File: src/core/clock_ctrl_defs.vh
// constants for the main clock controller: offsets, fields, reset values,
// timing counts. assumes inclusion by bare name from core/ files.
`ifndef CLOCK_CTRL_DEFS_VH
`define CLOCK_CTRL_DEFS_VH

// ************************************************************
// register map (word offsets, byte address = 4 x index)
// ************************************************************
`define CC_IDX_CTRL_STATUS 2'h0
`define CC_IDX_BEEP_CTRL 2'h1
`define CC_IDX_POWER_CTRL 2'h2

// ************************************************************
// field positions
// ************************************************************
`define CC_BIT_FLAG 0
`define CC_BIT_IRQ_EN 1
`define CC_TB_LO 2
`define CC_TB_HI 3
`define CC_BIT_SLOW 4
`define CC_DIV_LO 5
`define CC_DIV_HI 6
`define CC_BIT_CLKOUT 7
`define CC_BEEP_LO 0
`define CC_BEEP_HI 1

// ************************************************************
// reset values
// ************************************************************
`define CC_RST_CTRL_STATUS 8'h00
`define CC_RST_BEEP_CTRL 8'h00

// ************************************************************
// timing counts in oscillator cycles
// ************************************************************
// 16000, 32000, 80000 and 200000 cycles
`define CC_TB_PERIOD_0 18'h03e80
`define CC_TB_PERIOD_1 18'h07d00
`define CC_TB_PERIOD_2 18'h13880
`define CC_TB_PERIOD_3 18'h30d40
// beep half periods: 2 kHz, 1 kHz, 500 Hz at an 8 MHz oscillator
// 2000, 4000 and 8000 cycles
`define CC_BEEP_HALF_0 14'h07d0
`define CC_BEEP_HALF_1 14'h0fa0
`define CC_BEEP_HALF_2 14'h1f40

// power mode codes
`define CC_PM_RUN 2'h0
`define CC_PM_WAIT 2'h1
`define CC_PM_TIMED_HALT 2'h2
`define CC_PM_HALT 2'h3

`endif

File: src/core/period_counter.v
// periodic counter: counts to a period, pulses and restarts.
// assumes period is held stable by the caller while counting.
`timescale 1ns/10ps

module period_counter #(
  parameter WIDTH = 18
) (
  input wire clk,
  input wire rst,
  input wire run,
  input wire [WIDTH-1:0] period,
  output reg done
);

  reg [WIDTH-1:0] count_r;

  // wraps at period-1 so one cycle of done marks each full period
  always @(posedge clk) begin
    if (rst) begin
      count_r <= {WIDTH{1'b0}};
      done <= 1'b0;
    end else if (run) begin
      if (count_r >= period - {{(WIDTH-1){1'b0}}, 1'b1}) begin
        count_r <= {WIDTH{1'b0}};
        done <= 1'b1;
      end else begin
        count_r <= count_r + {{(WIDTH-1){1'b0}}, 1'b1};
        done <= 1'b0;
      end
    end else begin
      done <= 1'b0;
    end
  end

endmodule // period_counter

File: src/core/clock_controller.v
// main clock controller: core clock divider, clock-out, timebase, beeper.
// assumes clk is the oscillator clock; registers reached over avalon-mm.
//
// Added by the designer: the address map and the Avalon-MM register port.
`timescale 1ns/10ps
`include "clock_ctrl_defs.vh"

// How it works
// - slow clear toggles core clock every cycle (oscillator over 2), else divided
// - slow divide codes 00..11 give oscillator over 2, 4, 8, 16
// - clock-out enable puts core clock on its pin, else pin is gpio
// - clock-out pin stays still during timed-halt, resumes in run
// - timebase codes select 16000, 32000, 80000, 200000 cycles
// - new timebase selection applies only after current period ends
// - hardware sets timebase flag in bit 0 at each period end
// - reading control/status clears the flag; writes never set it
// - interrupt request is flag and enable bit 1 together
// - halt with enable set enters timed-halt instead of full halt
// - wait mode runs normally; timebase interrupt wakes it
// - timed-halt keeps counter running, registers frozen, irq wakes
// - full halt freezes counter and registers; timebase irq no wake
// - control/status resets to zero
// - divider, clock-out and timebase work independently together
// - beeper drives one of three tones on beep pin
// - beep codes: off, 2 kHz, 1 kHz, 500 Hz, half duty
// - beep output stays available in timed-halt
module clock_controller (
  input wire clk,
  input wire rst,
  input wire [3:0] avs_address,
  input wire avs_read,
  input wire avs_write,
  input wire [31:0] avs_writedata,
  output reg [31:0] avs_readdata,
  output reg avs_waitrequest,
  input wire halt_request,
  input wire wait_request,
  input wire wake_halt_irq,
  output reg core_clock,
  output reg clock_out_pin,
  output reg clock_out_enable,
  output reg beep_pin,
  output reg beep_enable,
  output reg timebase_irq,
  output reg [1:0] power_mode
);

  // ************************************************************
  // registers
  // ************************************************************
  reg [7:0] clock_ctrl_status_r;
  reg [1:0] beep_ctrl_reg_r;
  reg ack_r;
  reg [1:0] tb_active_r;
  reg [3:0] div_cnt_r;
  reg [1:0] div_act_r;
  reg slow_act_r;
  reg [13:0] beep_cnt_r;
  reg [1:0] mode_nxt;
  reg [17:0] tb_period;
  reg [13:0] beep_half;
  reg [3:0] div_top;
  reg core_nxt;
  wire tb_done;
  wire [1:0] word_idx;
  wire frozen;
  wire access;
  wire take;
  wire wr_take;
  wire rd_take;
  wire flag_clear;
  wire sel_status;
  wire sel_beep;

  assign word_idx = avs_address[3:2];
  assign access = (avs_read | avs_write) & ~ack_r;
  // registers hold still in either halt; bus waits instead of losing writes
  assign frozen = (power_mode == `CC_PM_TIMED_HALT) |
                  (power_mode == `CC_PM_HALT);
  assign sel_status = (word_idx == `CC_IDX_CTRL_STATUS);
  assign sel_beep = (word_idx == `CC_IDX_BEEP_CTRL);
  // a request is taken only while the registers are not frozen
  assign take = access & ~frozen;
  // a write lands at the edge where the master sees waitrequest low
  assign wr_take = ack_r & avs_write;
  // read data and flag clear share one edge, so no period end slips between
  assign rd_take = take & avs_read;
  assign flag_clear = rd_take & sel_status;

  // ************************************************************
  // timebase counter
  // ************************************************************
  // period comes from the latched selection, not the live field;
  // the live field would let a write cut or stretch the running period
  always @* begin
    case (tb_active_r)
      2'h0: tb_period = `CC_TB_PERIOD_0;
      2'h1: tb_period = `CC_TB_PERIOD_1;
      2'h2: tb_period = `CC_TB_PERIOD_2;
      default: tb_period = `CC_TB_PERIOD_3;
    endcase
  end

  // counter keeps running in timed-halt, stops only in full halt
  period_counter #(
    .WIDTH(18)
  ) u_timebase (
    .clk(clk),
    .rst(rst),
    .run(power_mode != `CC_PM_HALT),
    .period(tb_period),
    .done(tb_done)
  );

  // selection reloaded only at period end to avoid a time shift
  always @(posedge clk) begin
    if (rst) begin
      tb_active_r <= 2'h0;
    end else if (tb_done) begin
      tb_active_r <= clock_ctrl_status_r[`CC_TB_HI:`CC_TB_LO];
    end
  end

  // ************************************************************
  // avalon slave and control/status register
  // ************************************************************
  // one wait cycle: waitrequest drops the cycle after the request appears
  always @(posedge clk) begin
    if (rst) begin
      clock_ctrl_status_r <= `CC_RST_CTRL_STATUS;
      beep_ctrl_reg_r <= 2'h0;
      ack_r <= 1'b0;
      avs_waitrequest <= 1'b1;
      avs_readdata <= 32'h0000_0000;
    end else begin
      ack_r <= take;
      // registered so the bus sees a flop, not an inverter
      avs_waitrequest <= ~take;
      if (wr_take & sel_status) begin
        clock_ctrl_status_r[7:1] <= avs_writedata[7:1];
      end
      if (wr_take & sel_beep) begin
        beep_ctrl_reg_r <= avs_writedata[`CC_BEEP_HI:`CC_BEEP_LO];
      end
      // data taken at the request edge stands until the master samples it
      if (rd_take) begin
        case (word_idx)
          `CC_IDX_CTRL_STATUS:
            avs_readdata <= {24'h000000, clock_ctrl_status_r};
          `CC_IDX_BEEP_CTRL:
            avs_readdata <= {30'h0, beep_ctrl_reg_r};
          `CC_IDX_POWER_CTRL:
            avs_readdata <= {30'h0, power_mode};
          default: avs_readdata <= 32'h0000_0000; // unmapped reads zero
        endcase
      end
      // set wins over the read-clear in the same cycle
      if (tb_done) begin
        clock_ctrl_status_r[`CC_BIT_FLAG] <= 1'b1;
      end else if (flag_clear) begin
        clock_ctrl_status_r[`CC_BIT_FLAG] <= 1'b0;
      end
    end
  end

  // ************************************************************
  // power modes
  // ************************************************************
  // next power mode; halt has priority over wait
  always @* begin
    mode_nxt = power_mode;
    case (power_mode)
      `CC_PM_RUN: begin
        if (halt_request) begin
          mode_nxt = clock_ctrl_status_r[`CC_BIT_IRQ_EN] ?
                     `CC_PM_TIMED_HALT : `CC_PM_HALT;
        end else if (wait_request) begin
          mode_nxt = `CC_PM_WAIT;
        end
      end
      `CC_PM_WAIT: begin
        if (timebase_irq | wake_halt_irq)
          mode_nxt = `CC_PM_RUN;
      end
      `CC_PM_TIMED_HALT: begin
        if (timebase_irq | wake_halt_irq)
          mode_nxt = `CC_PM_RUN;
      end
      `CC_PM_HALT: begin
        if (wake_halt_irq)
          mode_nxt = `CC_PM_RUN;
      end
      default: mode_nxt = `CC_PM_RUN;
    endcase
  end

  // irq follows flag and enable; cpu-side masking is outside
  always @(posedge clk) begin
    if (rst) begin
      power_mode <= `CC_PM_RUN;
      timebase_irq <= 1'b0;
    end else begin
      power_mode <= mode_nxt;
      timebase_irq <= clock_ctrl_status_r[`CC_BIT_FLAG] &
                      clock_ctrl_status_r[`CC_BIT_IRQ_EN];
    end
  end

  // ************************************************************
  // core clock divider and clock-out
  // ************************************************************
  // top count of the slow divider per code
  always @* begin
    case (div_act_r)
      2'h0: div_top = 4'h1;
      2'h1: div_top = 4'h3;
      2'h2: div_top = 4'h7;
      default: div_top = 4'hf;
    endcase
  end

  // core clock registered, so normal mode is a divide-by-2 of clk;
  // tests should read it as the core enable rate, not a true clock
  always @* begin
    if (!slow_act_r)
      core_nxt = ~core_clock;
    else
      // top/2 avoids the carry that top + 1 loses at 4 bits for code 11
      core_nxt = (div_cnt_r <= {1'b0, div_top[3:1]}) ? 1'b1 : 1'b0;
  end

  // divider counter; normal mode wraps every cycle
  always @(posedge clk) begin
    if (rst) begin
      div_cnt_r <= 4'h0;
      div_act_r <= 2'h0;
      slow_act_r <= 1'b0;
      core_clock <= 1'b0;
    end else begin
      core_clock <= core_nxt;
      if (div_cnt_r >= div_top || !slow_act_r) begin
        div_cnt_r <= 4'h0;
        // mode switch only at wrap, no runt pulse
        if (slow_act_r ? 1'b1 : core_clock) begin
          div_act_r <= clock_ctrl_status_r[`CC_DIV_HI:`CC_DIV_LO];
          slow_act_r <= clock_ctrl_status_r[`CC_BIT_SLOW];
        end
      end else begin
        div_cnt_r <= div_cnt_r + 4'h1;
      end
    end
  end

  // pin follows the next core clock so it lines up with core_clock
  always @(posedge clk) begin
    if (rst) begin
      clock_out_pin <= 1'b0;
      clock_out_enable <= 1'b0;
    end else begin
      clock_out_enable <= clock_ctrl_status_r[`CC_BIT_CLKOUT];
      if (power_mode == `CC_PM_TIMED_HALT || power_mode == `CC_PM_HALT)
        clock_out_pin <= 1'b0;
      else
        clock_out_pin <= core_nxt & clock_ctrl_status_r[`CC_BIT_CLKOUT];
    end
  end

  // ************************************************************
  // beeper
  // ************************************************************
  // half periods in oscillator cycles for about 50% duty
  always @* begin
    case (beep_ctrl_reg_r)
      2'h1: beep_half = `CC_BEEP_HALF_0;
      2'h2: beep_half = `CC_BEEP_HALF_1;
      default: beep_half = `CC_BEEP_HALF_2;
    endcase
  end

  // keeps running in timed-halt; stops only in full halt
  always @(posedge clk) begin
    if (rst) begin
      beep_cnt_r <= 14'h0000;
      beep_pin <= 1'b0;
      beep_enable <= 1'b0;
    end else begin
      beep_enable <= (beep_ctrl_reg_r != 2'h0);
      if (beep_ctrl_reg_r == 2'h0) begin
        beep_cnt_r <= 14'h0000;
        beep_pin <= 1'b0;
      end else if (power_mode != `CC_PM_HALT) begin
        if (beep_cnt_r >= beep_half - 14'h0001) begin
          beep_cnt_r <= 14'h0000;
          beep_pin <= ~beep_pin;
        end else begin
          beep_cnt_r <= beep_cnt_r + 14'h0001;
        end
      end
    end
  end

endmodule // clock_controller

File: config.mk
export PLATFORM = sky130hd
export DESIGN_NAME = clock_controller
export DESIGN_NICKNAME = d
export VERILOG_FILES = /design/src/core/period_counter.v /design/src/core/clock_controller.v
export VERILOG_INCLUDE_DIRS = /design/src /design/src/core
export SDC_FILE = /design/constraint.sdc
export NUM_CORES = 1
export LEC_CHECK = 0
export BUFFER_PORTS_ARGS = -buffer_cell sky130_fd_sc_hd__buf_2
export CAP_MARGIN = 30
export CORE_MARGIN = 2
export CORE_UTILIZATION = 40
export DETAILED_ROUTE_END_ITERATION = 6
export GPL_ROUTABILITY_DRIVEN = 0
export PLACE_DENSITY = 0.6
export RECOVER_POWER = 25
export SLEW_MARGIN = 10
export SYNTH_ARGS = -nofsm -noshare
export SYNTH_HDL_FRONTEND = slang
export SYNTH_SLANG_ARGS = --single-unit
export TNS_END_PERCENT = 20
File: constraint.sdc
create_clock -name clk -period 3.65 [get_ports clk]
set_input_delay 0.5475 -clock clk [delete_from_list [all_inputs] [get_ports clk]]
set_output_delay 0.5475 -clock clk [all_outputs]
set_load 0.05 [all_outputs]
=== After elaboration in Yosys (flattened, before gate mapping) ===
Cells that the tools add are included.

* Memory bits (read-only): 0
* Memories kept: 0
* Input port bits: 43
* Latch bits: 0
* Word-level logic and storage cells: 98
* Bits in writable memories: 0
* Register bits after elaboration: 94

* Multiplexer cells: 18
* Equality and inequality tests: 15
* Div/mod/pow operators: 0
* Bitwise logic cells: 18
* Add/sub/neg operators: 5
* Magnitude comparators: 4
* Reductions and logical operators: 18
* $mul: 0
* Shift-type cells: 0

{| class="wikitable"
|+ Operators with widths
! operator !! number
|-
| one-hot mux 18 bit (3 select lines) || 1
|-
| one-hot mux 13 bit (2 select lines) || 1
|-
| one-hot mux 8 bit (3 select lines) || 1
|-
| adder 18 x 1 -> 18 bit, second input constant || 1
|-
| >= comparator 18 bit || 1
|-
| two-way mux 18 bit || 1
|-
| subtractor 18 x 1 -> 18 bit, second input constant || 1
|-
| adder 14 x 1 -> 14 bit, second input constant || 1
|-
| >= comparator 14 bit || 1
|-
| two-way mux 14 bit || 1
|-
| subtractor 14 x 1 -> 14 bit, second input constant || 1
|-
| == test 2 bit, second input constant || 6
|-
| one-hot mux 4 bit (3 select lines) || 1
|-
| == test 2 x 1 -> 1 bit, second input constant || 5
|-
| zero test 2 bit || 5
|-
| OR reduction 2 bit || 5
|-
| bitwise AND 1 bit || 9
|-
| two-way mux 2 bit || 4
|-
| two-way mux 1 bit || 7
|-
| NOT 1 bit || 6
|-
| one-hot mux 2 bit (3 select lines) || 1
|-
| adder 4 x 1 -> 4 bit, second input constant || 1
|-
| >= comparator 4 bit || 1
|-
| less-or-equal comparator 4 x 3 -> 1 bit || 1
|-
| 9 further kinds || 15
|}

=== Depth between registers and ports, before layout ===
Gate-level depths: netlist of run 1.

* Depth in word-level cells: 8
* Depth in mapped cells: 10

=== Hierarchy ===
From an unflattened synthesis of run 1, not the netlist that was laid out.

* Cells, all modules: 495
* Area, all modules: 4,246.6 µm²

{| class="wikitable"
|+ Modules (own cells, without submodules)
! module !! cells an instance !! area an instance (µm²) !! times used
|-
| clock_controller || 318 || 2,737.6 || 1
|-
| period_counter || 177 || 1,508.9 || 1
|}

=== Least setup slack after synthesis of run 1 ===
No wires, ideal clock.

* Path kind: register -> register
* From: register beep_ctrl_reg_r[0]
* To: register beep_cnt_r[10]
* Arrival time: 2.223 ns
* Period minus slack after synthesis: 2.288 ns
* Stages on the path, launching flop included: 10
* Path slack: 1.362 ns
* Cell sequence: dfxtp_1 > inv_1 > ha_1 > ha_1 > a211oi_1 > nand4b_1 > o211ai_1 > nand2_1 > clkbuf_1 > nor2_1

* Word-level cells in the longest chain between the ends: 5
* Elaborated cells on any way between the ends: 8
* Those cells by class: add/sub: 1; order compare: 1; eq/ne: 2; mux: 2; reduce/logical: 2

{| class="wikitable"
|+ Ends and longest elaborated chain
! item !! line !! text
|-
| from (decl) || clock_controller.v:52 || <nowiki>reg [1:0] beep_ctrl_reg_r;</nowiki>
|-
| from (signal assigned) || clock_controller.v:143 || <nowiki>beep_ctrl_reg_r <= avs_writedata[`CC_BEEP_HI:`CC_BEEP_LO];</nowiki>
|-
| == test 2 bit / == test 2 x 1 -> 1 bit (equally long branches) || clock_controller.v:273 || <nowiki>case (beep_ctrl_reg_r)</nowiki>
|-
| one-hot mux 13 bit (2 select lines) || clock_controller.v:273 ||
|-
| subtractor 14 x 1 -> 14 bit || clock_controller.v:292 || <nowiki>if (beep_cnt_r >= beep_half - 14'h0001) begin</nowiki>
|-
| >= comparator 14 bit || clock_controller.v:292 ||
|-
| two-way mux 14 bit || clock_controller.v:292 ||
|-
| to (signal assigned) || clock_controller.v:296 || <nowiki>beep_cnt_r <= beep_cnt_r + 14'h0001;</nowiki>
|-
| to (decl) || clock_controller.v:58 || <nowiki>reg [13:0] beep_cnt_r;</nowiki>
|}

Parallel ways exist; a longest one is shown, timed or not.
A chain may end at the register's enable or synchronous reset.

=== Final worst setup path of run 1 ===
* From: input port rst
* To: register u_timebase.done

* Word-level cells in the longest chain between the ends: 1

{| class="wikitable"
|+ Ends and longest elaborated chain
! item !! line !! text
|-
| from (decl) || clock_controller.v:29 || <nowiki>input wire rst,</nowiki>
|-
| OR reduction 2 bit (no line) || -- ||
|-
| to (signal assigned) || period_counter.v:21 || <nowiki>done <= 1'b0;</nowiki>
|-
| to (signal assigned) || period_counter.v:25 || <nowiki>done <= 1'b1;</nowiki>
|-
| to (signal assigned) || period_counter.v:28 || <nowiki>done <= 1'b0;</nowiki>
|-
| to (decl) || period_counter.v:12 || <nowiki>output reg done</nowiki>
|}

No other way between the ends.

==> impl_summary.txt, run 1 <==
----------------------------------------------------
[Outcome]
  Result of the run ... finished, violations left
  Violated checks ... capacitance limit, slew limit

[Drt]
  Wire per inst ... 13.5 µm
  Number of vias after detailed routing ... 2928
  Number of design-rule violations left by the first detailed-router iteration ... 68
  Routed metal-1 wirelength ... 3.83 mm
  Met3 WL ... 326 µm
  DRT antenna net count ... 0
  Number of optimization iterations in the first detailed-route pass ... 5
  Vias per cell ... 5.07
  Total met2 wirelength after detailed routing ... 3.57 mm
  Final routed DRC violation total ... 0
  Highest layer used for signal routing ... met4
  Routed Wire Length ... 7.82 mm

[Critical path]
  First element of the critical path ... rst
  Worst EP arrival ... 3.04 ns
  Maximum fanout along the worst path ... 51
  Beginning of the worst register-to-register path ... beep_ctrl_reg_r[0]$_SDFFE_PP0P_
  Worst endpoint required time ... 3.90 ns
  Worst setup EP type ... register
  Class of the most critical setup path ... in2reg
  R2r setup slk ... 0.92 ns
  CP startpoint kind ... input port

[Pwr]
  Combinational Power Share ... 17.2%
  Switching power ... 0.588 mW
  Clock share of power ... 34.9%
  Maximum vdd ir drop ... 287 µV
  Pwr Density ... 415 nW/µm²
  Internal power ... 1.12 mW
  Overall power ... 1.71 mW
  Sequential group share of total power ... 47.9%
  Leakage power ... 1.54 nW
  Switching power as a share of total power ... 34.4%

[Job]
  Max-cap violations ... 1

[CTS]
  Post-CTS setup-driven buffer insertion count ... 0
  Sinks on Clock Net ... 70
  Count of hold buffers inserted by post-cts repair ... 0
  Num CTS Buffers ... 9
  Clock transition at the registers of the reported paths ... 0.08 ns
  Deepest clock path buffer count ... 2
  Master cell of the clock root buffer ... sky130_fd_sc_hd__clkbuf_8
  Number of levels the H-tree was split into ... 3
  Clock insertion delay at the later pin of the skew report ... 0.36 ns
  Post-CTS resize count ... 0
  Clock tree from TritonCTS ... yes

[STA]
  Final Hold Violating Endpoints ... 0
  Post-route setup TNS ... 0 ns
  Maximum operating frequency ... 359 MHz
  Worst relative slew slack ... -60.3%
  Period Utilization, post-route ... 76.4%
  Number of slew-limit violations in the final report ... 52
  Time the worst path needs with I/O delays and setup ... 2.79 ns
  Setup-failing EPs final ... 0
  Transition time of the tightest slew-check pin ... 2.40 ns
  RSZ-0062 raised after global routing ... no
  Worst Clk Skew ... 0.0132 ns

[Die]
  Floorplan Core Area ... 9200 µm²
  Number of ports placed on the die boundary ... 84
  Die footprint ... 10300 µm²
  Y dimension of the die ... 101 µm
  Starting Density ... 41.2%
  Number of placement rows ... 35
  Die X-Extent ... 101 µm

[Worst hold path]
  Type of the most critical hold path ... in2reg
  Worst min-delay path startpoint ... avs_writedata[0]

[Placement]
  Number of buffer cells added on primary ports ... 33
  Detailed Place HPWL ... 5.62 mm

[Global route]
  Vias in the first global route ... 2807
  Pin count of the biggest net entering global routing ... 52
  Gr usage total ... 16.0%
  Wire length of the first global-routing pass ... 13.1 mm
  Antenna violations before repair ... 0
  Leftover overflow at the end of global routing ... 0

[Finish]
  Layout-stage area growth over the synthesis result ... 8.93%
  Commonest non-fill, non-tap cells in the layout ... sky130_fd_sc_hd__dfxtp_1, sky130_fd_sc_hd__nor2_1, sky130_fd_sc_hd__ha_1, sky130_fd_sc_hd__nand2_1, sky130_fd_sc_hd__conb_1
  Most frequent standard cell in the layout excluding fill and tap cells ... sky130_fd_sc_hd__dfxtp_1
  Antenna diode count ... 0
  Fill cells ... 888
  Combined area of the multi-input logic cells ... 2160 µm²
  Final core occ ... 44.8%
  Sequential cell area in the final layout ... 1400 µm²
  Total number of nets in the final design ... 535
  Layout cell share with drive strength beyond 1 ... 10.7%

[Logic synthesis]
  Number of synthesized flops with an enable pin ... 0
  Primary flip-flop cell chosen by synthesis mapping ... sky130_fd_sc_hd__dfxtp_1
  Proportion of synthesized flip-flops having asynchronous set or reset ... 0%
  Count of yosys warnings during synthesis ... 0
  Instance count of the mapped netlist ... 428
  Number of register bits inferred by synthesis ... 70
  Sequential-to-total area share from yosys stat ... 37.0%
  Avg Inst Size Synth ... 8.84 µm²
  Count of distinct cell types in the synthesized netlist ... 47
  Mapped cell area ... 3780 µm²

----------------------------------------------------
==> critical path, stage by stage <==
cell	delay (ns)
sky130_fd_sc_hd__clkbuf_1	0.11
sky130_fd_sc_hd__clkbuf_1	1.72
sky130_fd_sc_hd__nor2_1	0.33
sky130_fd_sc_hd__and2_1	0.31
==> per-stage QoR <==
step / instances / area [µm²] / hold WS [ns] / setup WS (ns)
after global routing: 578 / 4120 / 0.422 / 0.671
after floorplan: 452 / 3870 / 0.430 / 1.36
after global placement: 562 / 3960 / 0.438 / 0.957
after detailed placement: 562 / 3960 / 0.442 / 0.923
after CTS: 578 / 4150 / 0.403 / 0.893
final: 578 / 4120 / 0.425 / 0.861
==> registers in the layout, indices dropped and copies added, names as in the netlist, 2 cells and up <==
name / flops
u_timebase.count_r: 18
beep_cnt_r: 14
avs_readdata: 8
clock_ctrl_status_r: 8
div_cnt_r: 4
beep_ctrl_reg_r: 2
div_act_r: 2
power_mode: 2
tb_active_r: 2
==> routing by layer <==
| metal | up-vias | GRT usage (%) |
|---|---|---|
| met2 | 67 | 26.3 |
| met1 | 1353 | 20.6 |
| met3 | 6 | 3.73 |
| met4 | 0 | 5.72 |
| met5 | - | 0 |
| li1 | 1502 | - |
==> path summary, 6_finish.rpt <==
path	to	cells after the start
worst min register to register	avs_readdata[4]$_SDFFE_PP0P_	2
worst min-delay path	beep_ctrl_reg_r[0]$_SDFFE_PP0P_	3
worst max-delay path	u_timebase.done$_SDFF_PP0_	4
worst max register to register	beep_cnt_r[8]$_SDFFE_PP0N_	8
==> power by group through the flow <==
stage          Combinational (mW)  Sequential (mW)  Clock [mW]
3_3_place_gp                0.291            0.835           0
4_1_cts                     0.298            0.819       0.624
5_1_grt                     0.320            0.824       0.647
2_1_floorplan               0.204            0.879           0
6_report                    0.295            0.820       0.597
3_5_place_dp                0.296            0.836           0
==> synth_stat cells (2+ instances only) <==
master | instances | area [µm²]
sky130_fd_sc_hd__dfxtp_1 | 70 | 1400
sky130_fd_sc_hd__nor2_1 | 56 | 210
sky130_fd_sc_hd__ha_1 | 30 | 375
sky130_fd_sc_hd__nand2_1 | 28 | 105
sky130_fd_sc_hd__buf_4 | 24 | 180
sky130_fd_sc_hd__inv_1 | 22 | 82.6
sky130_fd_sc_hd__xnor2_1 | 20 | 175
sky130_fd_sc_hd__nand3_1 | 18 | 90.1
sky130_fd_sc_hd__a21oi_1 | 17 | 85.1
sky130_fd_sc_hd__mux2i_1 | 16 | 160
sky130_fd_sc_hd__a211oi_1 | 12 | 90.1
sky130_fd_sc_hd__a211oi_2 | 10 | 125
sky130_fd_sc_hd__xor2_1 | 10 | 87.6
sky130_fd_sc_hd__clkbuf_1 | 8 | 30.0
sky130_fd_sc_hd__nand4_1 | 8 | 50.1
sky130_fd_sc_hd__nor2b_1 | 8 | 50.1
sky130_fd_sc_hd__nor3_1 | 8 | 40.0
sky130_fd_sc_hd__and3_1 | 7 | 43.8
sky130_fd_sc_hd__nand2b_1 | 6 | 37.5
sky130_fd_sc_hd__o21ai_0 | 6 | 30.0
sky130_fd_sc_hd__nand4b_1 | 5 | 43.8
sky130_fd_sc_hd__o21a_1 | 4 | 30.0
sky130_fd_sc_hd__o211ai_1 | 3 | 22.5
sky130_fd_sc_hd__or2_2 | 3 | 18.8
sky130_fd_sc_hd__a31oi_1 | 2 | 12.5
sky130_fd_sc_hd__and2_1 | 2 | 12.5
sky130_fd_sc_hd__buf_1 | 2 | 7.51
sky130_fd_sc_hd__nand3b_1 | 2 | 15.0
sky130_fd_sc_hd__o221ai_1 | 2 | 17.5
sky130_fd_sc_hd__or4_1 | 2 | 15.0
==> cell families after synthesis <==
group           Yosys count  share of synthesized area, %
xor+xnor                 30                          6.94
flops                    70                          37.0
buf+inv                  58                          8.36
other cells               1                        0.0991
compound gates           65                          13.0
mux                      16                          4.23
fa+ha+maj                30                          9.92
simple gates            158                          20.5
==> cell type report <==
| class | count | share of cell area (%) |
|---|---|---|
| clock buffer | 9 | 3.00 |
| clock inverter | 7 | 1.49 |
| inverter | 22 | 2.00 |
| multi-input combinational | 324 | 52.3 |
| sequential | 70 | 34.0 |
| tap | 111 | 3.37 |
| timing repair buffer | 35 | 3.82 |
(Power assumes the default switching activity.)
==> run 2: changes to the inputs <==
--- a/config.mk
+++ b/config.mk
@@ -6,13 +6,14 @@
 export SDC_FILE = /design/constraint.sdc
 export NUM_CORES = 1
 export LEC_CHECK = 0
+export ABC_AREA = 1
 export BUFFER_PORTS_ARGS = -buffer_cell sky130_fd_sc_hd__buf_2
 export CAP_MARGIN = 30
 export CORE_MARGIN = 2
 export CORE_UTILIZATION = 40
 export DETAILED_ROUTE_END_ITERATION = 6
 export GPL_ROUTABILITY_DRIVEN = 0
-export PLACE_DENSITY = 0.6
+export PLACE_DENSITY = 0.62
 export RECOVER_POWER = 25
 export SLEW_MARGIN = 10
 export SYNTH_ARGS = -nofsm -noshare
==> constraint.sdc (replaced) <==
create_clock -name clk -period 2.3 [get_ports clk]
set_input_delay 0.345 -clock clk [delete_from_list [all_inputs] [get_ports clk]]
set_output_delay 0.345 -clock clk [all_outputs]
set_load 0.05 [all_outputs]
==> run 2 against run 1 <==
Against the previous run: the run now ends clean; critical path depth is 7 higher; synthesized cell count is 18% higher; combinational power is 30% higher; cell count is 15% higher; first-iteration DRC count is 87% higher; critical endpoint is now beep_cnt_r[3]$_SDFFE_PP0N_.
==> impl_summary.txt, run 2 <==
----------------------------------------------------
[Outcome]
  Result of the run ... finished, final reports clean

[Pwr]
  Switching power as a share of total power ... 27.4%
  Internal power ... 2.17 mW
  Leakage power ... 1.88 nW
  Clock share of power ... 44.5%
  Maximum vdd ir drop ... 425 µV
  Pwr Density ... 706 nW/µm²
  Sequential group share of total power ... 42.7%
  Switching power ... 0.822 mW
  Combinational Power Share ... 12.8%

[Placement]
  Setup slack after placement ... -0.00896 ns
  Detailed Place HPWL ... 5.86 mm
  Cells after DPL ... 646
  Number of buffer cells added on primary ports ... 33
  Post-placement cell area ... 3960 µm²

[STA]
  Period Utilization, post-route ... 91.1%
  Time the worst path needs with I/O delays and setup ... 2.10 ns
  Setup slack of the critical path after layout ... 0.204 ns
  Setup-failing EPs final ... 0
  Maximum operating frequency ... 477 MHz
  RSZ-0062 raised after global routing ... no
  Worst Clk Skew ... 0.00754 ns
  Number of slew-limit violations in the final report ... 0
  Transition time of the tightest slew-check pin ... 0.624 ns
  Hold_ws ... 0.213 ns
  Final Hold Violating Endpoints ... 0
  Worst relative slew slack ... 58.4%

[Drt]
  Final routed DRC violation total ... 0
  DRT antenna net count ... 0
  Wire per inst ... 11.7 µm
  Number of design-rule violations left by the first detailed-router iteration ... 127
  Number of vias after detailed routing ... 3172
  Vias per cell ... 4.79
  Number of optimization iterations in the first detailed-route pass ... 6
  Routed Wire Length ... 7.74 mm

[Critical path]
  Worst endpoint required time ... 2.57 ns
  R2R cell count ... 11
  Series of cell instances along the critical path ... inv_1 -> ha_4 -> inv_1 -> ha_1 -> a21oi_1 -> nand2_1 -> a21oi_1 -> nand2_1 -> nand2_1 -> nand2_4 -> nor3_1
  Class of the most critical setup path ... reg2reg
  Worst EP arrival ... 2.36 ns
  R2r setup slk ... 0.20 ns
  Critical-path top delay cell ... sky130_fd_sc_hd__dfxtp_1
  Delay of the slowest critical-path stage ... 0.36 ns
  Maximum fanout along the worst path ... 12
  RR Endpoint ... beep_cnt_r[3]$_SDFFE_PP0N_
  Sum of buffers and inverters on the critical path ... 2
  Most Frequent Cell on Critical Path ... sky130_fd_sc_hd__nand2_1
  Beginning of the worst register-to-register path ... beep_ctrl_reg_r[0]$_SDFFE_PP0P_
  Worst setup EP type ... register
  Largest delay share family, worst path ... adder cells
  CP startpoint kind ... register

[Logic synthesis]
  Combinational family with the most area after synthesis ... simple AND/OR/NAND/NOR gates
  Post-synthesis adder-cell area fraction ... 9.99%
  Largest area contributor in the netlist ... sky130_fd_sc_hd__dfxtp_1
  Number of register bits inferred by synthesis ... 70
  Count of distinct cell types in the synthesized netlist ... 40
  Instance count of the mapped netlist ... 505
  Avg Inst Size Synth ... 7.44 µm²
  Primary flip-flop cell chosen by synthesis mapping ... sky130_fd_sc_hd__dfxtp_1
  Mapped cell area ... 3760 µm²
  Multiplexer fraction of the synthesized cell area ... 0.266%
  Number of synthesized flops with an enable pin ... 0
  Compound-cell area share of the yosys netlist ... 9.69%
  Top cell types by occurrence after synthesis ... sky130_fd_sc_hd__nand2_1, sky130_fd_sc_hd__nor2_1, sky130_fd_sc_hd__dfxtp_1
  Basic-gate share of the synthesized area counting and, or, nand and nor cells ... 27.1%
  Sequential-to-total area share from yosys stat ... 37.3%
  Post-synthesis xor/xnor area fraction ... 3.73%
  Top cell type's share of synthesized area ... 37.3%
  Proportion of synthesized flip-flops having asynchronous set or reset ... 0%
  Count of yosys warnings during synthesis ... 0
  Top-count cell post-synth ... sky130_fd_sc_hd__nand2_1
  Ranking of synthesized cells by area ... sky130_fd_sc_hd__dfxtp_1, sky130_fd_sc_hd__ha_1, sky130_fd_sc_hd__nand2_1

[CTS]
  Post-CTS setup-driven buffer insertion count ... 0
  Clock insertion delay at the later pin of the skew report ... 0.35 ns
  Num CTS Buffers ... 9
  Master cell of the clock root buffer ... sky130_fd_sc_hd__clkbuf_8
  Clock transition at the registers of the reported paths ... 0.08 ns
  Clock tree from TritonCTS ... yes
  Number of levels the H-tree was split into ... 3
  Deepest clock path buffer count ... 2
  Sinks on Clock Net ... 70
  Count of hold buffers inserted by post-cts repair ... 0

[Die]
  Starting Density ... 40.9%
  Y dimension of the die ... 101 µm
  Die X-Extent ... 101 µm
  Number of placement rows ... 35
  Number of ports placed on the die boundary ... 84
  Floorplan Core Area ... 9200 µm²
  Die footprint ... 10200 µm²

[Global route]
  Wire length of the first global-routing pass ... 13.5 mm
  Global routing usage on met3 ... 3.40%
  Pin count of the biggest net entering global routing ... 21
  Met1 layer usage reported by global route ... 21.1%
  Leftover overflow at the end of global routing ... 0
  Vias in the first global route ... 2975
  Antenna violations before repair ... 0
  Met2 Use GR ... 27.2%
  Most crowded layer after global routing ... met2
  Gr usage total ... 16.7%

[Worst hold path]
  Hold worst-path end ... clock_ctrl_status_r[5]$_SDFFE_PP0P_
  Type of the most critical hold path ... in2reg
  Cell depth of the worst min-delay path ... 3
  Worst min-delay path startpoint ... avs_writedata[5]

[Finish]
  Register name with the most flops ... u_timebase.count_r
  Finished Cell Area ... 4240 µm²
  Final cell count without fillers ... 662
  Top Registers ... u_timebase.count_r (18), beep_cnt_r (14)
  Final core occ ... 46.1%
  Commonest non-fill, non-tap cells in the layout ... sky130_fd_sc_hd__nand2_1, sky130_fd_sc_hd__nor2_1, sky130_fd_sc_hd__dfxtp_1, sky130_fd_sc_hd__inv_1, sky130_fd_sc_hd__ha_1
  Layout cell share with drive strength beyond 1 ... 12.3%
  Total number of nets in the final design ... 619
  Layout-stage area growth over the synthesis result ... 12.9%
  Number of flip-flops under the largest register name ... 18
  Antenna diode count ... 0
  Most frequent standard cell in the layout excluding fill and tap cells ... sky130_fd_sc_hd__nand2_1

[Job]
  Max-cap violations ... 0

----------------------------------------------------
## run 2: worst register-to-register path: stages (launching register included)
cell and delay, ns:
sky130_fd_sc_hd__dfxtp_1 0.36, sky130_fd_sc_hd__inv_1 0.12, sky130_fd_sc_hd__ha_4 0.30, sky130_fd_sc_hd__inv_1 0.05, sky130_fd_sc_hd__ha_1 0.28, sky130_fd_sc_hd__a21oi_1 0.15, sky130_fd_sc_hd__nand2_1 0.07, sky130_fd_sc_hd__a21oi_1 0.19
sky130_fd_sc_hd__nand2_1 0.07, sky130_fd_sc_hd__nand2_1 0.12, sky130_fd_sc_hd__nand2_4 0.13, sky130_fd_sc_hd__nor3_1 0.18
## run 2: cell families after synthesis
group / after synthesis
adders and majority gates: 30
xor gates and xnor gates: 16
and+or+nand+nor: 231
buffers and inverters: 91
DFF: 70
AOI/OAI and AO/OA: 65
muxes: 1
other: 1
## run 2: layer usage
layer / wire (µm) / up-vias
li1: - / 1666
met5: 0 / -
met3: 343 / 12
met4: 170 / 0
met1: 3740 / 1423
met2: 3490 / 71
## run 2: how the worst max path moves through the flow
stage,from,end,slack [ns],depth (start not counted)
after floorplan,power_mode[0]$_SDFFE_PP0P_,avs_readdata[3]$_SDFFE_PP0P_,0.34,9
after global placement,beep_ctrl_reg_r[0]$_SDFFE_PP0P_,beep_cnt_r[3]$_SDFFE_PP0N_,0.08,11
after detailed placement,beep_ctrl_reg_r[0]$_SDFFE_PP0P_,beep_cnt_r[3]$_SDFFE_PP0N_,-0.009,11
after CTS,beep_ctrl_reg_r[0]$_SDFFE_PP0P_,beep_cnt_r[3]$_SDFFE_PP0N_,0.09,11
after global routing,beep_ctrl_reg_r[0]$_SDFFE_PP0P_,beep_cnt_r[3]$_SDFFE_PP0N_,0.03,11
final,beep_ctrl_reg_r[0]$_SDFFE_PP0P_,beep_cnt_r[3]$_SDFFE_PP0N_,0.20,11
## run 2: per-stage QoR
stage	power [mW]	setup TNS, ns
after global placement	1.69	0
final	3.00	0
after detailed placement	1.69	-0.00896
after floorplan	1.64	0
after global routing	3.13	0
after CTS	3.02	0
## run 2: power groups by stage
stage          registers (mW)  clock network (mW)  logic [mW]
2_1_floorplan            1.36                   0       0.279
5_1_grt                  1.29                1.41       0.428
4_1_cts                  1.28                1.36       0.385
3_5_place_dp             1.31                   0       0.384
3_3_place_gp             1.31                   0       0.379
6_report                 1.28                1.33       0.383
## run 2: layout make-up
cell class / instances / area, µm²
fill: 923 / 4950
tap: 111 / 139
clock buffer: 9 / 124
clock inverter: 7 / 145
timing repair buffer: 37 / 181
sequential: 70 / 1400
inverter: 60 / 226
multi-input combinational: 368 / 2030
## run 2: repair_timing
action | 4_1_cts | 5_1_grt
pin swaps | 0 | 0
endpoints found under the setup margin | 2 | 11
resized for setup | 1 | 3
==> run 3: changes to the inputs <==
--- a/config.mk
+++ b/config.mk
@@ -11,6 +11,7 @@
 export CAP_MARGIN = 30
 export CORE_MARGIN = 2
 export CORE_UTILIZATION = 40
+export CTS_CLUSTER_SIZE = 10
 export DETAILED_ROUTE_END_ITERATION = 6
 export GPL_ROUTABILITY_DRIVEN = 0
 export PLACE_DENSITY = 0.62
==> constraint.sdc (replaced) <==
create_clock -name clk -period 2.3 [get_ports clk]
set_input_delay 0.115 -clock clk [delete_from_list [all_inputs] [get_ports clk]]
set_output_delay 0.115 -clock clk [all_outputs]
set_load 0.05 [all_outputs]
==> run 3 against run 2 <==
Against the previous run: first-iteration DRC count grew 10%; highest routed layer unchanged; sequential power is essentially flat; total power shrank 12%; sequential share of layout area grew 0.50 points; clock power shrank 27%; die area is the same; worst hold slack lost 0.20 ns; combinational power grew 2%; utilization shrank 0.69 points.
==> impl_summary.txt, run 3 (synthesized netlist as in run 2, its figures left out) <==
----------------------------------------------------
[Outcome]
  Result of the run ... finished, final reports clean

[Global route]
  Leftover overflow at the end of global routing ... 0
  Antenna violations before repair ... 0
  Global routing usage on met3 ... 3.12%
  Wire length of the first global-routing pass ... 13.7 mm
  Pin count of the biggest net entering global routing ... 21
  Gr usage total ... 16.9%
  Met2 Use GR ... 28.7%
  Met1 layer usage reported by global route ... 20.7%
  Vias in the first global route ... 3135
  Most crowded layer after global routing ... met2

[Pwr]
  Sequential group share of total power ... 48.5%
  Clock share of power ... 36.7%
  Maximum vdd ir drop ... 361 µV
  Switching power as a share of total power ... 30.2%
  Leakage power ... 1.83 nW
  Combinational Power Share ... 14.8%
  Switching power ... 0.799 mW
  Internal power ... 1.84 mW
  Pwr Density ... 632 nW/µm²

[STA]
  Final Hold Violating Endpoints ... 0
  Time the worst path needs with I/O delays and setup ... 2.11 ns
  Period Utilization, post-route ... 91.6%
  Transition time of the tightest slew-check pin ... 0.679 ns
  Setup-failing EPs final ... 0
  RSZ-0062 raised after global routing ... no
  Post-route setup TNS ... 0 ns
  Worst Clk Skew ... 0.0138 ns
  Setup slack of the critical path after layout ... 0.194 ns
  Number of slew-limit violations in the final report ... 0
  Worst relative slew slack ... 54.7%
  Maximum operating frequency ... 475 MHz

[Die]
  Die X-Extent ... 101 µm
  Floorplan Core Area ... 9200 µm²
  Y dimension of the die ... 101 µm
  Number of ports placed on the die boundary ... 84
  Starting Density ... 40.9%
  Die footprint ... 10200 µm²
  Number of placement rows ... 35

[Placement]
  Cells after DPL ... 645
  Post-placement cell area ... 3960 µm²
  Number of buffer cells added on primary ports ... 33
  Setup slack after placement ... 0.0186 ns
  Detailed Place HPWL ... 5.91 mm

[CTS]
  Master cell of the clock root buffer ... sky130_fd_sc_hd__clkbuf_8
  Post-CTS setup-driven buffer insertion count ... 0
  Sinks on Clock Net ... 70
  Clock insertion delay at the later pin of the skew report ... 0.35 ns
  Clock transition at the registers of the reported paths ... 0.07 ns
  Deepest clock path buffer count ... 2
  Number of levels the H-tree was split into ... 3
  Num CTS Buffers ... 9
  Clock tree from TritonCTS ... yes

[Drt]
  Number of optimization iterations in the first detailed-route pass ... 5
  Routed Wire Length ... 7.93 mm
  Number of design-rule violations left by the first detailed-router iteration ... 140
  Number of vias after detailed routing ... 3222
  Wire per inst ... 11.9 µm
  Vias per cell ... 4.85
  DRT antenna net count ... 0
  Final routed DRC violation total ... 0

[Finish]
  Commonest non-fill, non-tap cells in the layout ... sky130_fd_sc_hd__nand2_1, sky130_fd_sc_hd__nor2_1, sky130_fd_sc_hd__dfxtp_1, sky130_fd_sc_hd__inv_1, sky130_fd_sc_hd__ha_1
  Most frequent standard cell in the layout excluding fill and tap cells ... sky130_fd_sc_hd__nand2_1
  Final cell count without fillers ... 665
  Layout cell share with drive strength beyond 1 ... 10.6%
  Top Registers ... u_timebase.count_r (18), beep_cnt_r (14)
  Layout-stage area growth over the synthesis result ... 11.2%
  Finished Cell Area ... 4180 µm²
  Antenna diode count ... 0
  Total number of nets in the final design ... 622
  Register name with the most flops ... u_timebase.count_r
  Final core occ ... 45.4%
  Number of flip-flops under the largest register name ... 18

[Critical path]
  CP startpoint kind ... register
  Worst setup EP type ... register
  R2R cell count ... 11
  Class of the most critical setup path ... reg2reg
  Beginning of the worst register-to-register path ... beep_ctrl_reg_r[0]$_SDFFE_PP0P_
  Worst endpoint required time ... 2.57 ns
  R2r setup slk ... 0.19 ns
  Worst EP arrival ... 2.37 ns
  Maximum fanout along the worst path ... 12
  RR Endpoint ... beep_cnt_r[3]$_SDFFE_PP0N_
  First element of the critical path ... beep_ctrl_reg_r[0]$_SDFFE_PP0P_

[Worst hold path]
  Worst min-delay path startpoint ... avs_writedata[4]
  Hold worst-path end ... clock_ctrl_status_r[4]$_SDFFE_PP0P_
  Cell depth of the worst min-delay path ... 3
  Type of the most critical hold path ... in2reg

[Job]
  Max-cap violations ... 0

----------------------------------------------------
[run 3: worst max-delay path by stage]
stage | endpoint | cells after the start
floorplan | avs_readdata[3]$_SDFFE_PP0P_ | 9
global placement | beep_cnt_r[8]$_SDFFE_PP0N_ | 11
detailed placement | beep_cnt_r[8]$_SDFFE_PP0N_ | 11
CTS | beep_cnt_r[8]$_SDFFE_PP0N_ | 11
global route | beep_cnt_r[3]$_SDFFE_PP0N_ | 11
finish | beep_cnt_r[3]$_SDFFE_PP0N_ | 11
[run 3: critical path, stage by stage, from the launching register on]
cell and delay (ns):
sky130_fd_sc_hd__dfxtp_1 0.36, sky130_fd_sc_hd__inv_1 0.10, sky130_fd_sc_hd__ha_1 0.34, sky130_fd_sc_hd__inv_1 0.07, sky130_fd_sc_hd__ha_1 0.29, sky130_fd_sc_hd__a21oi_1 0.15
sky130_fd_sc_hd__nand2_1 0.06, sky130_fd_sc_hd__a21oi_1 0.19, sky130_fd_sc_hd__nand2_1 0.07, sky130_fd_sc_hd__nand2_1 0.12, sky130_fd_sc_hd__nand2_4 0.12, sky130_fd_sc_hd__nor3_1 0.16
[run 3: through the flow]
| stage | total power [mW] | hold WS [ns] |
|---|---|---|
| 5_1_grt | 2.77 | 0.0480 |
| 2_1_floorplan | 1.64 | 0.250 |
| 3_5_place_dp | 1.70 | 0.351 |
| 4_1_cts | 2.67 | 0.00520 |
| 6_report | 2.64 | 0.0115 |
| 3_3_place_gp | 1.69 | 0.339 |
[run 3: cell type report]
class	instances	area, µm²
timing repair buffer	40	209
tap	111	139
multi-input combinational	368	2010
clock inverter	6	62.6
sequential	70	1400
fill	954	5020
inverter	60	226
clock buffer	10	128
[run 3: what timing repair did]
item,CTS,global route
endpoints found under the setup margin,1,4
gates resized for setup,1,2
hold buffers,4,0
endpoints found under the hold margin,4,0
[run 3: power groups by stage]
stage                     Combinational [mW]  Sequential [mW]  Clock [mW]
after global placement                 0.381             1.31           0
after global routing                   0.439             1.29        1.04
after detailed placement               0.385             1.31           0
after floorplan                        0.279             1.36           0
after CTS                              0.393             1.28       0.997
final                                  0.390             1.28       0.971
[run 3: routing by layer]
metal  up-vias  wire length (µm)
met3        12               325
met4         0               167
met1      1452              3850
met5         -                 0
li1       1678                 -
met2        80              3590
